### src/logic/wps_pkg.sv
// constants, field layout and mode codes of the wlan power sequencer
// assumes one 50 MHz clock and a plain register port with byte addresses
package wps_pkg;

    localparam int WPS_NRES      = 8;
    localparam int WPS_NCLK      = 4;
    localparam int WPS_RET_DEPTH = 8;

    localparam logic [7:0] WPS_ADR_CTRL    = 8'h00;
    localparam logic [7:0] WPS_ADR_MINMASK = 8'h04;
    localparam logic [7:0] WPS_ADR_STATE   = 8'h08;
    localparam logic [7:0] WPS_ADR_PEND    = 8'h0C;
    localparam logic [7:0] WPS_ADR_CLKMAP  = 8'h10;
    localparam logic [7:0] WPS_ADR_TIMER   = 8'h14;
    localparam logic [7:0] WPS_ADR_STATUS  = 8'h18;
    localparam logic [2:0] WPS_ADR_RC_HI   = 3'h2;

    localparam int WPS_CTRL_PD_LSB   = 0;
    localparam int WPS_CTRL_SLEEP    = 2;
    localparam int WPS_RC_DEP_LSB    = 0;
    localparam int WPS_RC_ON_LSB     = 8;
    localparam int WPS_RC_OFF_LSB    = 16;
    localparam int WPS_TMR_CNT_LSB   = 0;
    localparam int WPS_TMR_MASK_LSB  = 16;
    localparam int WPS_STAT_MODE_LSB = 0;
    localparam int WPS_STAT_WAKE_LSB = 4;

    localparam logic [7:0] WPS_MIN_MASK_RST = 8'h01;
    localparam logic [7:0] WPS_ON_DLY_RST   = 8'h02;
    localparam logic [7:0] WPS_OFF_DLY_RST  = 8'h01;
    localparam logic [7:0] WPS_DEP_RST      = 8'h00;
    localparam logic [1:0] WPS_PD_RST       = 2'h3;

    typedef enum logic [2:0] {
        WPS_OFF     = 3'b000,
        WPS_ACTIVE  = 3'b001,
        WPS_SAVE    = 3'b010,
        WPS_SLEEP   = 3'b011,
        WPS_RESTORE = 3'b100
    } wps_mode_e;

endpackage : wps_pkg

### src/logic/wps_retention_mem.sv
// always-on retention storage for the digital core state
// assumes the same clock as the sequencer; read data is registered
`timescale 1ns/1ps
`default_nettype none
module wps_retention_mem (
    input  wire logic        mclk,
    input  wire logic        we,
    input  wire logic [2:0]  waddr,
    input  wire logic [31:0] wdata,
    input  wire logic [2:0]  raddr,
    output var  logic [31:0] rdata
);
    logic [31:0] mem [wps_pkg::WPS_RET_DEPTH];

    // no reset: contents must survive the sleep, not the power cycle
    always_ff @(posedge mclk) begin
        if (we) begin
            mem[waddr] <= wdata;
        end
        rdata <= mem[raddr];
    end
endmodule : wps_retention_mem
`default_nettype wire

### src/logic/wps_sequencer.sv
// wlan power sequencer: resource table, sleep/retention control, enable pins
// assumes pins and the oscillator are asynchronous; core ports share mclk
`timescale 1ns/1ps
`default_nettype none
module wps_sequencer (
    input  wire logic        mclk,
    input  wire logic        rst,
    input  wire logic [7:0]  regAddr,
    input  wire logic [31:0] regWdata,
    input  wire logic        regWr,
    input  wire logic        regRd,
    output var  logic [31:0] regRdata,
    input  wire logic        lowPowerOscClock,
    input  wire logic        wlanPowerEnableIn,
    input  wire logic        bluetoothPowerEnableIn,
    input  wire logic        extIrq,
    input  wire logic        hostResume,
    input  wire logic [3:0]  coreClkReq,
    input  wire logic [31:0] coreStateIn,
    output var  logic [7:0]  resourceEnable,
    output var  logic        regulatorEnable,
    output var  logic        wlanResetN,
    output var  logic        mainClockEnable,
    output var  logic [1:0]  clockSpeed,
    output var  logic [1:0]  pullDownEnable,
    output var  logic        ioIsolate,
    output var  logic        coreSaveActive,
    output var  logic [2:0]  coreSaveAddr,
    output var  logic        coreRestoreValid,
    output var  logic [2:0]  coreRestoreAddr,
    output var  logic [31:0] coreRestoreData
);
    typedef struct packed {
        logic [3:0]             pinS1;
        logic [3:0]             pinS2;
        logic                   lpoS1;
        logic                   lpoS2;
        logic                   lpoS3;
        wps_pkg::wps_mode_e     mode;
        logic [3:0]             idx;
        logic                   sleepReq;
        logic [2:0]             wakeCause;
        logic [7:0]             minResourceMask;
        logic [31:0]            clkMap;
        logic [7:0][7:0]        dep;
        logic [7:0][7:0]        onDly;
        logic [7:0][7:0]        offDly;
        logic [7:0]             resourceEnabledFlag;
        logic [7:0]             resourceTransitionPending;
        logic [7:0][7:0]        resTimer;
        logic [15:0]            reqTimer;
        logic [7:0]             reqMask;
        logic [7:0]             reqSet;
        logic [31:0]            rdata;
        logic                   regEn;
        logic                   wlanRstN;
        logic                   mainClkEn;
        logic [1:0]             clkSpeed;
        logic [1:0]             pullDownEn;
        logic                   ioIso;
        logic                   saveActive;
        logic [2:0]             saveAddr;
        logic                   restoreValid;
        logic [2:0]             restoreAddr;
    } wps_state_s;

    wps_state_s  st;
    wps_state_s  nxt_st;
    logic        tick;
    logic        wlanOn;
    logic        btOn;
    logic        timerWake;
    logic [7:0]  clkRes;
    logic [7:0]  depReady;
    logic [7:0]  hasDependents;
    logic        memWe;
    logic [2:0]  memAddr;
    logic [31:0] memRdata;

    // cold-start image, also used for the shutdown soft reset
    function automatic wps_state_s wps_cold_state();
        wps_state_s r;
        r                 = '0;
        r.minResourceMask = wps_pkg::WPS_MIN_MASK_RST;
        r.pullDownEn      = wps_pkg::WPS_PD_RST;
        r.ioIso           = 1'b1;
        for (int i = 0; i < wps_pkg::WPS_NRES; i++) begin
            r.dep[i]    = wps_pkg::WPS_DEP_RST;
            r.onDly[i]  = wps_pkg::WPS_ON_DLY_RST;
            r.offDly[i] = wps_pkg::WPS_OFF_DLY_RST;
        end
        return r;
    endfunction : wps_cold_state

    // a resource pulls in all its dependencies, transitively
    function automatic logic [7:0] wps_closure(input logic [7:0] seed,
                                               input logic [7:0][7:0] dep);
        logic [7:0] r;
        r = seed;
        for (int k = 0; k < wps_pkg::WPS_NRES; k++) begin
            for (int i = 0; i < wps_pkg::WPS_NRES; i++) begin
                if (r[i]) begin
                    r = r | dep[i];
                end
            end
        end
        return r;
    endfunction : wps_closure

    function automatic logic wps_is_rescfg(input logic [7:0] a);
        return (a[7:5] == wps_pkg::WPS_ADR_RC_HI) && (a[1:0] == 2'h0);
    endfunction : wps_is_rescfg

    assign memWe   = (st.mode == wps_pkg::WPS_SAVE);
    assign memAddr = st.idx[2:0];

    wps_retention_mem u_ret (
        .mclk  (mclk),
        .we    (memWe),
        .waddr (memAddr),
        .wdata (coreStateIn),
        .raddr (memAddr),
        .rdata (memRdata)
    );

    always_comb begin
        nxt_st    = st;
        timerWake = 1'b0;
        clkRes    = '0;
        // first stages only feed second stages
        nxt_st.pinS1 = {hostResume, extIrq, bluetoothPowerEnableIn, wlanPowerEnableIn};
        nxt_st.pinS2 = st.pinS1;
        nxt_st.lpoS1 = lowPowerOscClock;
        nxt_st.lpoS2 = st.lpoS1;
        nxt_st.lpoS3 = st.lpoS2;
        tick   = st.lpoS2 & ~st.lpoS3;
        wlanOn = st.pinS2[0];
        btOn   = st.pinS2[1];

        // cores are unclocked outside active mode, so their requests are ignored
        for (int c = 0; c < wps_pkg::WPS_NCLK; c++) begin
            if (coreClkReq[c] && st.mode == wps_pkg::WPS_ACTIVE) begin
                clkRes = clkRes | st.clkMap[c*8 +: 8];
            end
        end
        nxt_st.reqSet = wps_closure(st.minResourceMask | clkRes
                                    | ((st.reqTimer != '0) ? st.reqMask : 8'h00),
                                    st.dep);

        if (tick && st.reqTimer != '0) begin
            nxt_st.reqTimer = st.reqTimer - 16'h0001;
            timerWake       = (st.reqTimer == 16'h0001);
        end

        depReady      = st.resourceEnabledFlag & ~st.resourceTransitionPending;
        hasDependents = '0;
        for (int i = 0; i < wps_pkg::WPS_NRES; i++) begin
            for (int j = 0; j < wps_pkg::WPS_NRES; j++) begin
                if (j != i && st.dep[j][i]
                    && (st.resourceEnabledFlag[j] || st.resourceTransitionPending[j])) begin
                    hasDependents[i] = 1'b1;
                end
            end
        end

        // state bit plus pending bit give the four resource states
        for (int i = 0; i < wps_pkg::WPS_NRES; i++) begin
            if (tick) begin
                if (st.resTimer[i] != 8'h00) begin
                    nxt_st.resTimer[i] = st.resTimer[i] - 8'h01;
                    if (st.resTimer[i] == 8'h01) begin
                        nxt_st.resourceTransitionPending[i] = 1'b0;
                        nxt_st.resourceEnabledFlag[i] = ~st.resourceEnabledFlag[i];
                    end
                end else if (st.resourceEnabledFlag[i] && !st.reqSet[i]
                             && !hasDependents[i]) begin
                    if (st.offDly[i] == 8'h00) begin
                        nxt_st.resourceEnabledFlag[i] = 1'b0;
                    end else begin
                        nxt_st.resTimer[i] = st.offDly[i];
                        nxt_st.resourceTransitionPending[i] = 1'b1;
                    end
                end else if (!st.resourceEnabledFlag[i] && st.reqSet[i]
                             && ((st.dep[i] & ~depReady) == 8'h00)) begin
                    if (st.onDly[i] == 8'h00) begin
                        nxt_st.resourceEnabledFlag[i] = 1'b1;
                    end else begin
                        nxt_st.resTimer[i] = st.onDly[i];
                        nxt_st.resourceTransitionPending[i] = 1'b1;
                    end
                end
            end
        end

        unique case (st.mode)
            wps_pkg::WPS_OFF: begin
                nxt_st.mode = wps_pkg::WPS_ACTIVE;
            end
            wps_pkg::WPS_ACTIVE: begin
                if (st.sleepReq) begin
                    nxt_st.mode     = wps_pkg::WPS_SAVE;
                    nxt_st.idx      = 4'h0;
                    nxt_st.sleepReq = 1'b0;
                end
            end
            wps_pkg::WPS_SAVE: begin
                nxt_st.idx = st.idx + 4'h1;
                if (st.idx == 4'h7) begin
                    nxt_st.mode = wps_pkg::WPS_SLEEP;
                end
            end
            wps_pkg::WPS_SLEEP: begin
                if (timerWake || st.pinS2[2] || st.pinS2[3]) begin
                    nxt_st.mode      = wps_pkg::WPS_RESTORE;
                    nxt_st.idx       = 4'h0;
                    nxt_st.wakeCause = {st.pinS2[3], st.pinS2[2], timerWake};
                end
            end
            wps_pkg::WPS_RESTORE: begin
                nxt_st.idx = st.idx + 4'h1;
                if (st.idx == 4'h8) begin
                    nxt_st.mode = wps_pkg::WPS_ACTIVE;
                end
            end
            default: begin
                nxt_st.mode = wps_pkg::WPS_OFF;
            end
        endcase

        nxt_st.saveActive   = (nxt_st.mode == wps_pkg::WPS_SAVE);
        nxt_st.saveAddr     = nxt_st.idx[2:0];
        nxt_st.restoreValid = (st.mode == wps_pkg::WPS_RESTORE) && !st.idx[3];
        nxt_st.restoreAddr  = st.idx[2:0];
        nxt_st.mainClkEn    = (nxt_st.mode != wps_pkg::WPS_SLEEP);
        nxt_st.clkSpeed     = 2'h0;
        if (st.mode == wps_pkg::WPS_ACTIVE) begin
            // slowest clock that covers the highest request, gated when idle
            if (coreClkReq[3] || coreClkReq[2]) begin
                nxt_st.clkSpeed = 2'h3;
            end else if (coreClkReq[1]) begin
                nxt_st.clkSpeed = 2'h2;
            end else if (coreClkReq[0]) begin
                nxt_st.clkSpeed = 2'h1;
            end
        end

        // software writes come after the mode logic so a set beats the hardware clear
        if (regWr) begin
            unique case (regAddr)
                wps_pkg::WPS_ADR_CTRL: begin
                    nxt_st.pullDownEn = ~regWdata[wps_pkg::WPS_CTRL_PD_LSB +: 2];
                    if (regWdata[wps_pkg::WPS_CTRL_SLEEP]) begin
                        nxt_st.sleepReq = 1'b1;
                    end
                end
                wps_pkg::WPS_ADR_MINMASK: nxt_st.minResourceMask = regWdata[7:0];
                wps_pkg::WPS_ADR_CLKMAP:  nxt_st.clkMap = regWdata;
                wps_pkg::WPS_ADR_TIMER: begin
                    nxt_st.reqTimer = regWdata[wps_pkg::WPS_TMR_CNT_LSB +: 16];
                    nxt_st.reqMask  = regWdata[wps_pkg::WPS_TMR_MASK_LSB +: 8];
                end
                default: begin
                    if (wps_is_rescfg(regAddr)) begin
                        nxt_st.dep[regAddr[4:2]]    = regWdata[wps_pkg::WPS_RC_DEP_LSB +: 8];
                        nxt_st.onDly[regAddr[4:2]]  = regWdata[wps_pkg::WPS_RC_ON_LSB +: 8];
                        nxt_st.offDly[regAddr[4:2]] = regWdata[wps_pkg::WPS_RC_OFF_LSB +: 8];
                    end
                end
            endcase
        end

        nxt_st.rdata = '0;
        if (regRd) begin
            unique case (regAddr)
                wps_pkg::WPS_ADR_CTRL:    nxt_st.rdata = {29'h0, st.sleepReq, ~st.pullDownEn};
                wps_pkg::WPS_ADR_MINMASK: nxt_st.rdata = {24'h0, st.minResourceMask};
                wps_pkg::WPS_ADR_STATE:   nxt_st.rdata = {24'h0, st.resourceEnabledFlag};
                wps_pkg::WPS_ADR_PEND:    nxt_st.rdata = {24'h0, st.resourceTransitionPending};
                wps_pkg::WPS_ADR_CLKMAP:  nxt_st.rdata = st.clkMap;
                wps_pkg::WPS_ADR_TIMER:   nxt_st.rdata = {8'h0, st.reqMask, st.reqTimer};
                wps_pkg::WPS_ADR_STATUS:  nxt_st.rdata = {25'h0, st.wakeCause, 1'b0, st.mode};
                default: begin
                    if (wps_is_rescfg(regAddr)) begin
                        nxt_st.rdata = {8'h0, st.offDly[regAddr[4:2]],
                                        st.onDly[regAddr[4:2]], st.dep[regAddr[4:2]]};
                    end
                end
            endcase
        end

        nxt_st.regEn    = wlanOn | btOn;
        nxt_st.wlanRstN = wlanOn;
        nxt_st.ioIso    = 1'b0;
        if (!wlanOn) begin
            // wlan held in reset: all but the pin and oscillator synchronizers, regulator enable and isolation return to the cold-start image
            nxt_st          = wps_cold_state();
            nxt_st.pinS1    = {hostResume, extIrq, bluetoothPowerEnableIn, wlanPowerEnableIn};
            nxt_st.pinS2    = st.pinS1;
            nxt_st.lpoS1    = lowPowerOscClock;
            nxt_st.lpoS2    = st.lpoS1;
            nxt_st.lpoS3    = st.lpoS2;
            nxt_st.regEn    = btOn;
            nxt_st.ioIso    = !btOn;
        end
    end

    always_ff @(posedge mclk) begin
        if (rst) begin
            st <= wps_cold_state();
        end else begin
            st <= nxt_st;
        end
    end

    assign regRdata         = st.rdata;
    assign resourceEnable   = st.resourceEnabledFlag;
    assign regulatorEnable  = st.regEn;
    assign wlanResetN       = st.wlanRstN;
    assign mainClockEnable  = st.mainClkEn;
    assign clockSpeed       = st.clkSpeed;
    assign pullDownEnable   = st.pullDownEn;
    assign ioIsolate        = st.ioIso;
    assign coreSaveActive   = st.saveActive;
    assign coreSaveAddr     = st.saveAddr;
    assign coreRestoreValid = st.restoreValid;
    assign coreRestoreAddr  = st.restoreAddr;
    assign coreRestoreData  = memRdata;

    // checks
    logic [7:0] tmrNz;
    always_comb begin
        tmrNz = '0;
        for (int i = 0; i < wps_pkg::WPS_NRES; i++) begin
            tmrNz[i] = (st.resTimer[i] != 8'h00);
        end
    end
endmodule : wps_sequencer
`default_nettype wire

### config.mk
export PLATFORM = sky130hd
export DESIGN_NAME = wps_sequencer
export DESIGN_NICKNAME = d
export VERILOG_FILES = /design/src/logic/wps_pkg.sv /design/src/logic/wps_retention_mem.sv /design/src/logic/wps_sequencer.sv
export SDC_FILE = /design/constraint.sdc
export NUM_CORES = 2
export LEC_CHECK = 0
export BUFFER_PORTS_ARGS = -buffer_cell sky130_fd_sc_hd__buf_2
export CAP_MARGIN = 0
export CORE_MARGIN = 2
export CORE_UTILIZATION = 31
export CTS_BUF_LIST = sky130_fd_sc_hd__clkbuf_8
export CTS_CLUSTER_SIZE = 40
export DETAILED_ROUTE_END_ITERATION = 12
export SETUP_SLACK_MARGIN = 0.1
export SYNTH_ARGS = -nofsm -noshare
export SYNTH_HDL_FRONTEND = slang
export SYNTH_SLANG_ARGS = --single-unit
### constraint.sdc
create_clock -name mclk -period 33.4 [get_ports mclk]
set_input_delay 1.67 -clock mclk [delete_from_list [all_inputs] [get_ports mclk]]
set_output_delay 1.67 -clock mclk [all_outputs]
set_load 0.1 [all_outputs]
==> metrics.txt <==
share of cells above drive strength 1=0.1546; post-synth cell types=77; Seq pwr share=0.518; drt via density=5.745; final setup violation count=0; Critical Path RT=34.07 ns; postcts setup bufs=0; Post-route DRC=0; worst min path class=flip-flop to flip-flop; Hold Vio Cnt, Final=0; Syn Inst Count=3475; Max-Cap Viols=0; Mapped Area=32770 um2; clock skew=0.07849 ns; top post-synthesis cells by area=dfxtp_1, edfxtp_1, nand2_1; Port Buffers=172; DIE AREA=108300 um2; Root Driver=clkbuf_8; Post-synth EDFFs=256; TritonCTS buffer count=117; Final min period=15.07 ns; global route overflow=0; syn avg cell area=9.430 um2; P_sw=0.4076 mW; gr usage total=0.2266; initial antenna violation count=12; PostCTS Resize Cnt=0; Yosys warning count=0; endpoint class of the critical path=flip-flop; Slowest-stage cell, CP=or4_1; CP Class=flip-flop to flip-flop; dpl hpwl=82.84 mm; Initial Utilization=0.3117; total power draw=1.704 mW; slew margin rel.=0.2103; fin. max-slew vios=0; Final TNS setup=0 ns; Comb pwr share=0.024; area share of the largest cell type after synthesis=0.2706; area delta synth->final=13.50%; critical path arrival=15.74 ns; Detail Route Antenna Nets=0; routed wire length=126.7 mm; pin count of the biggest net entering global routing=99; Cell Rows=119; Clock power frac=0.458; Yosys top cell by area=dfxtp_1; RSZ-0062 raised after global routing=false; status=finished, final reports clean; chip width=329.1 um; hold buffers post-CTS=0; Pint=1.296 mW; Net Sw Frac=0.2392; WL per Instance=25.19 um; CTS clk-pin slew, worst paths=0.07 ns; CTS tree=yes; largest buffer count on any clock path=3; post-synthesis net count=3588; Seq/Total Area, Yosys=0.5052; router iterations before antenna repair=8; crit share post-route=0.4512; fraction of registers with async set/reset=0; Total Nets Final=3647; # IOs=173; crit-path max cell delay=0.70 ns; CP max FO=8; Slew @ Worst Pin=1.182 ns; routability cong.=0.9907; register area=16560 um2; Seq cells post-synth=699; area of the multi-input gates=14610 um2; core area=105100 um2; clock latency on the worst-skew pair=0.82 ns; global-route wire length before repair=183.2 mm; fmax=66.36 MHz; Main synth FF type=dfxtp_1; Initial DRC Count=3604; htree depth=3; crit path launch type=flip-flop; Leak=12.62 nW; PwrDens=45.81 nW/um2; vias=28.89k; CTS Sinks=699; fill cell count=10.78k; vias in the first global route=26.95k; die height=329.1 um; VDD IR max=36.70 uV
==> final cells by class <==
cell class / count / share of cell area
Sequential cell: 699 / 0.4451
Multi-Input combinational cell: 2370 / 0.3927
Clock buffer: 145 / 0.05365
Tap cell: 1391 / 0.04679
Timing Repair Buffer: 262 / 0.04138
Clock inverter: 75 / 0.01164
Inverter: 84 / 0.008477
Antenna cell: 3 / 0.0002018
==> kinds of logic (layout without fill, tap and decap cells) <==
| family | after synthesis | count (layout) | synth area share |
|---|---|---|---|
| adders and majority gates | 28 | 28 | 0.01069 |
| DFF | 699 | 699 | 0.5052 |
| AOI/OAI and AO/OA | 990 | 990 | 0.2072 |
| xor gates and xnor gates | 13 | 13 | 0.003475 |
| muxes | 143 | 143 | 0.06208 |
| buffers and inverters | 406 | 566 | 0.05227 |
| other | 0 | 3 | 0 |
| and+or+nand+nor | 1196 | 1196 | 0.1591 |
==> flip-flops by register name, indices dropped and copies added, names as in the netlist, 2 cells and up <==
signal,flops
st,354
u_ret.mem,256
clockSpeed,2
memAddr,3
regRdata,32
resourceEnable,8
coreRestoreAddr,3
u_ret.rdata,32
pullDownEnable,2
==> path summary, 6_finish.rpt <==
path                                       start         endpoint  slack (ns)  depth (start not counted)
worst max register to register            st[65]           st[52]       18.33                         52
worst min-delay path            u_ret.mem[0][17]  u_ret.rdata[17]        0.43                          2
worst max-delay path                      st[65]           st[52]       18.33                         52
worst min register to register  u_ret.mem[0][17]  u_ret.rdata[17]        0.43                          2
==> power groups by stage <==
| stage | clock network, mW | registers [mW] | logic, mW |
|---|---|---|---|
| after global routing | 0.826 | 0.883 | 0.0423 |
| after floorplan | 0 | 0.903 | 0.0176 |
| after CTS | 0.792 | 0.883 | 0.0400 |
| after global placement | 0 | 0.901 | 0.0399 |
| after detailed placement | 0 | 0.901 | 0.0400 |
| final | 0.780 | 0.883 | 0.0409 |
==> worst max-delay path: cells and delay by family (launching register included) <==
family	cells	cell delay (ns)
AO/OA/AOI/OAI	47	13.12
adder cells (fa/ha/maj)	1	0.15
buffers and inverters	2	0.21
flip-flops	1	0.34
AND/OR/NAND/NOR	2	1.11
==> cell usage after synthesis, drive strengths merged (4+ instances only) <==
cell type    n
and3        13
o221a       14
xor2         5
o221ai       7
or2         11
o22ai       11
nand2b      22
buf         86
nand3b      11
and2        22
nor2b       24
nor3b        4
inv         82
o2111ai      6
a211o        5
a31oi       10
ha          28
nor2       181
a21o        42
mux2i       93
or3         13
nor3        45
xnor2        8
a221o       68
a221oi      47
nand2      702
mux4        48
a222oi      16
o21ai      130
clkbuf     236
a211oi      30
or3b         5
dfxtp      443
o211ai       4
a22oi      206
nor4        47
nand4       34
nand3       53
edfxtp     256
a32oi        8
a22o        13
a21oi      347
==> per-stage QoR <==
stage	instance area (um2)	std cells	worst slack (ns)	util	hold slack [ns]
floorplan	32770	3475	19.59	-	0.4138
global placement	34760	4806	17.95	0.3307	0.4188
detailed placement	34760	4806	17.87	0.3307	0.4247
CTS	37190	5026	18.56	0.3538	0.4257
global route	37190	5029	17.55	0.3538	0.4587
finish	37190	5029	18.33	0.3538	0.4251
==> cells in the final DEF (no fill, tap or decap), types with 16 or more instances in the layout <==
cell	count
nand2_1	702
dfxtp_1	443
a21oi_1	340
edfxtp_1	256
a22oi_1	206
nor2_1	177
buf_2	171
clkbuf_8	145
inv_1	121
o21ai_0	116
mux2i_1	93
buf_4	91
a221o_1	68
nand3_1	53
mux4_2	48
nor4_1	42
a221oi_1	41
a21o_1	39
nor3_1	36
nand4_1	34
a211oi_1	30
ha_1	28
nor2b_1	23
nand2b_1	21
and2_1	21
clkinv_2	17
a222oi_1	16
==> layer usage <==
metal  track usage  share of wire  vias to the layer above
met1        0.2858           0.39                    13850
li1              -              -                    12820
met5             0        0.00073                        -
met2        0.3470           0.44                     1721
met4        0.1270          0.063                       16
met3       0.06618           0.11                      495
Power figures use the tool's default switching activity.
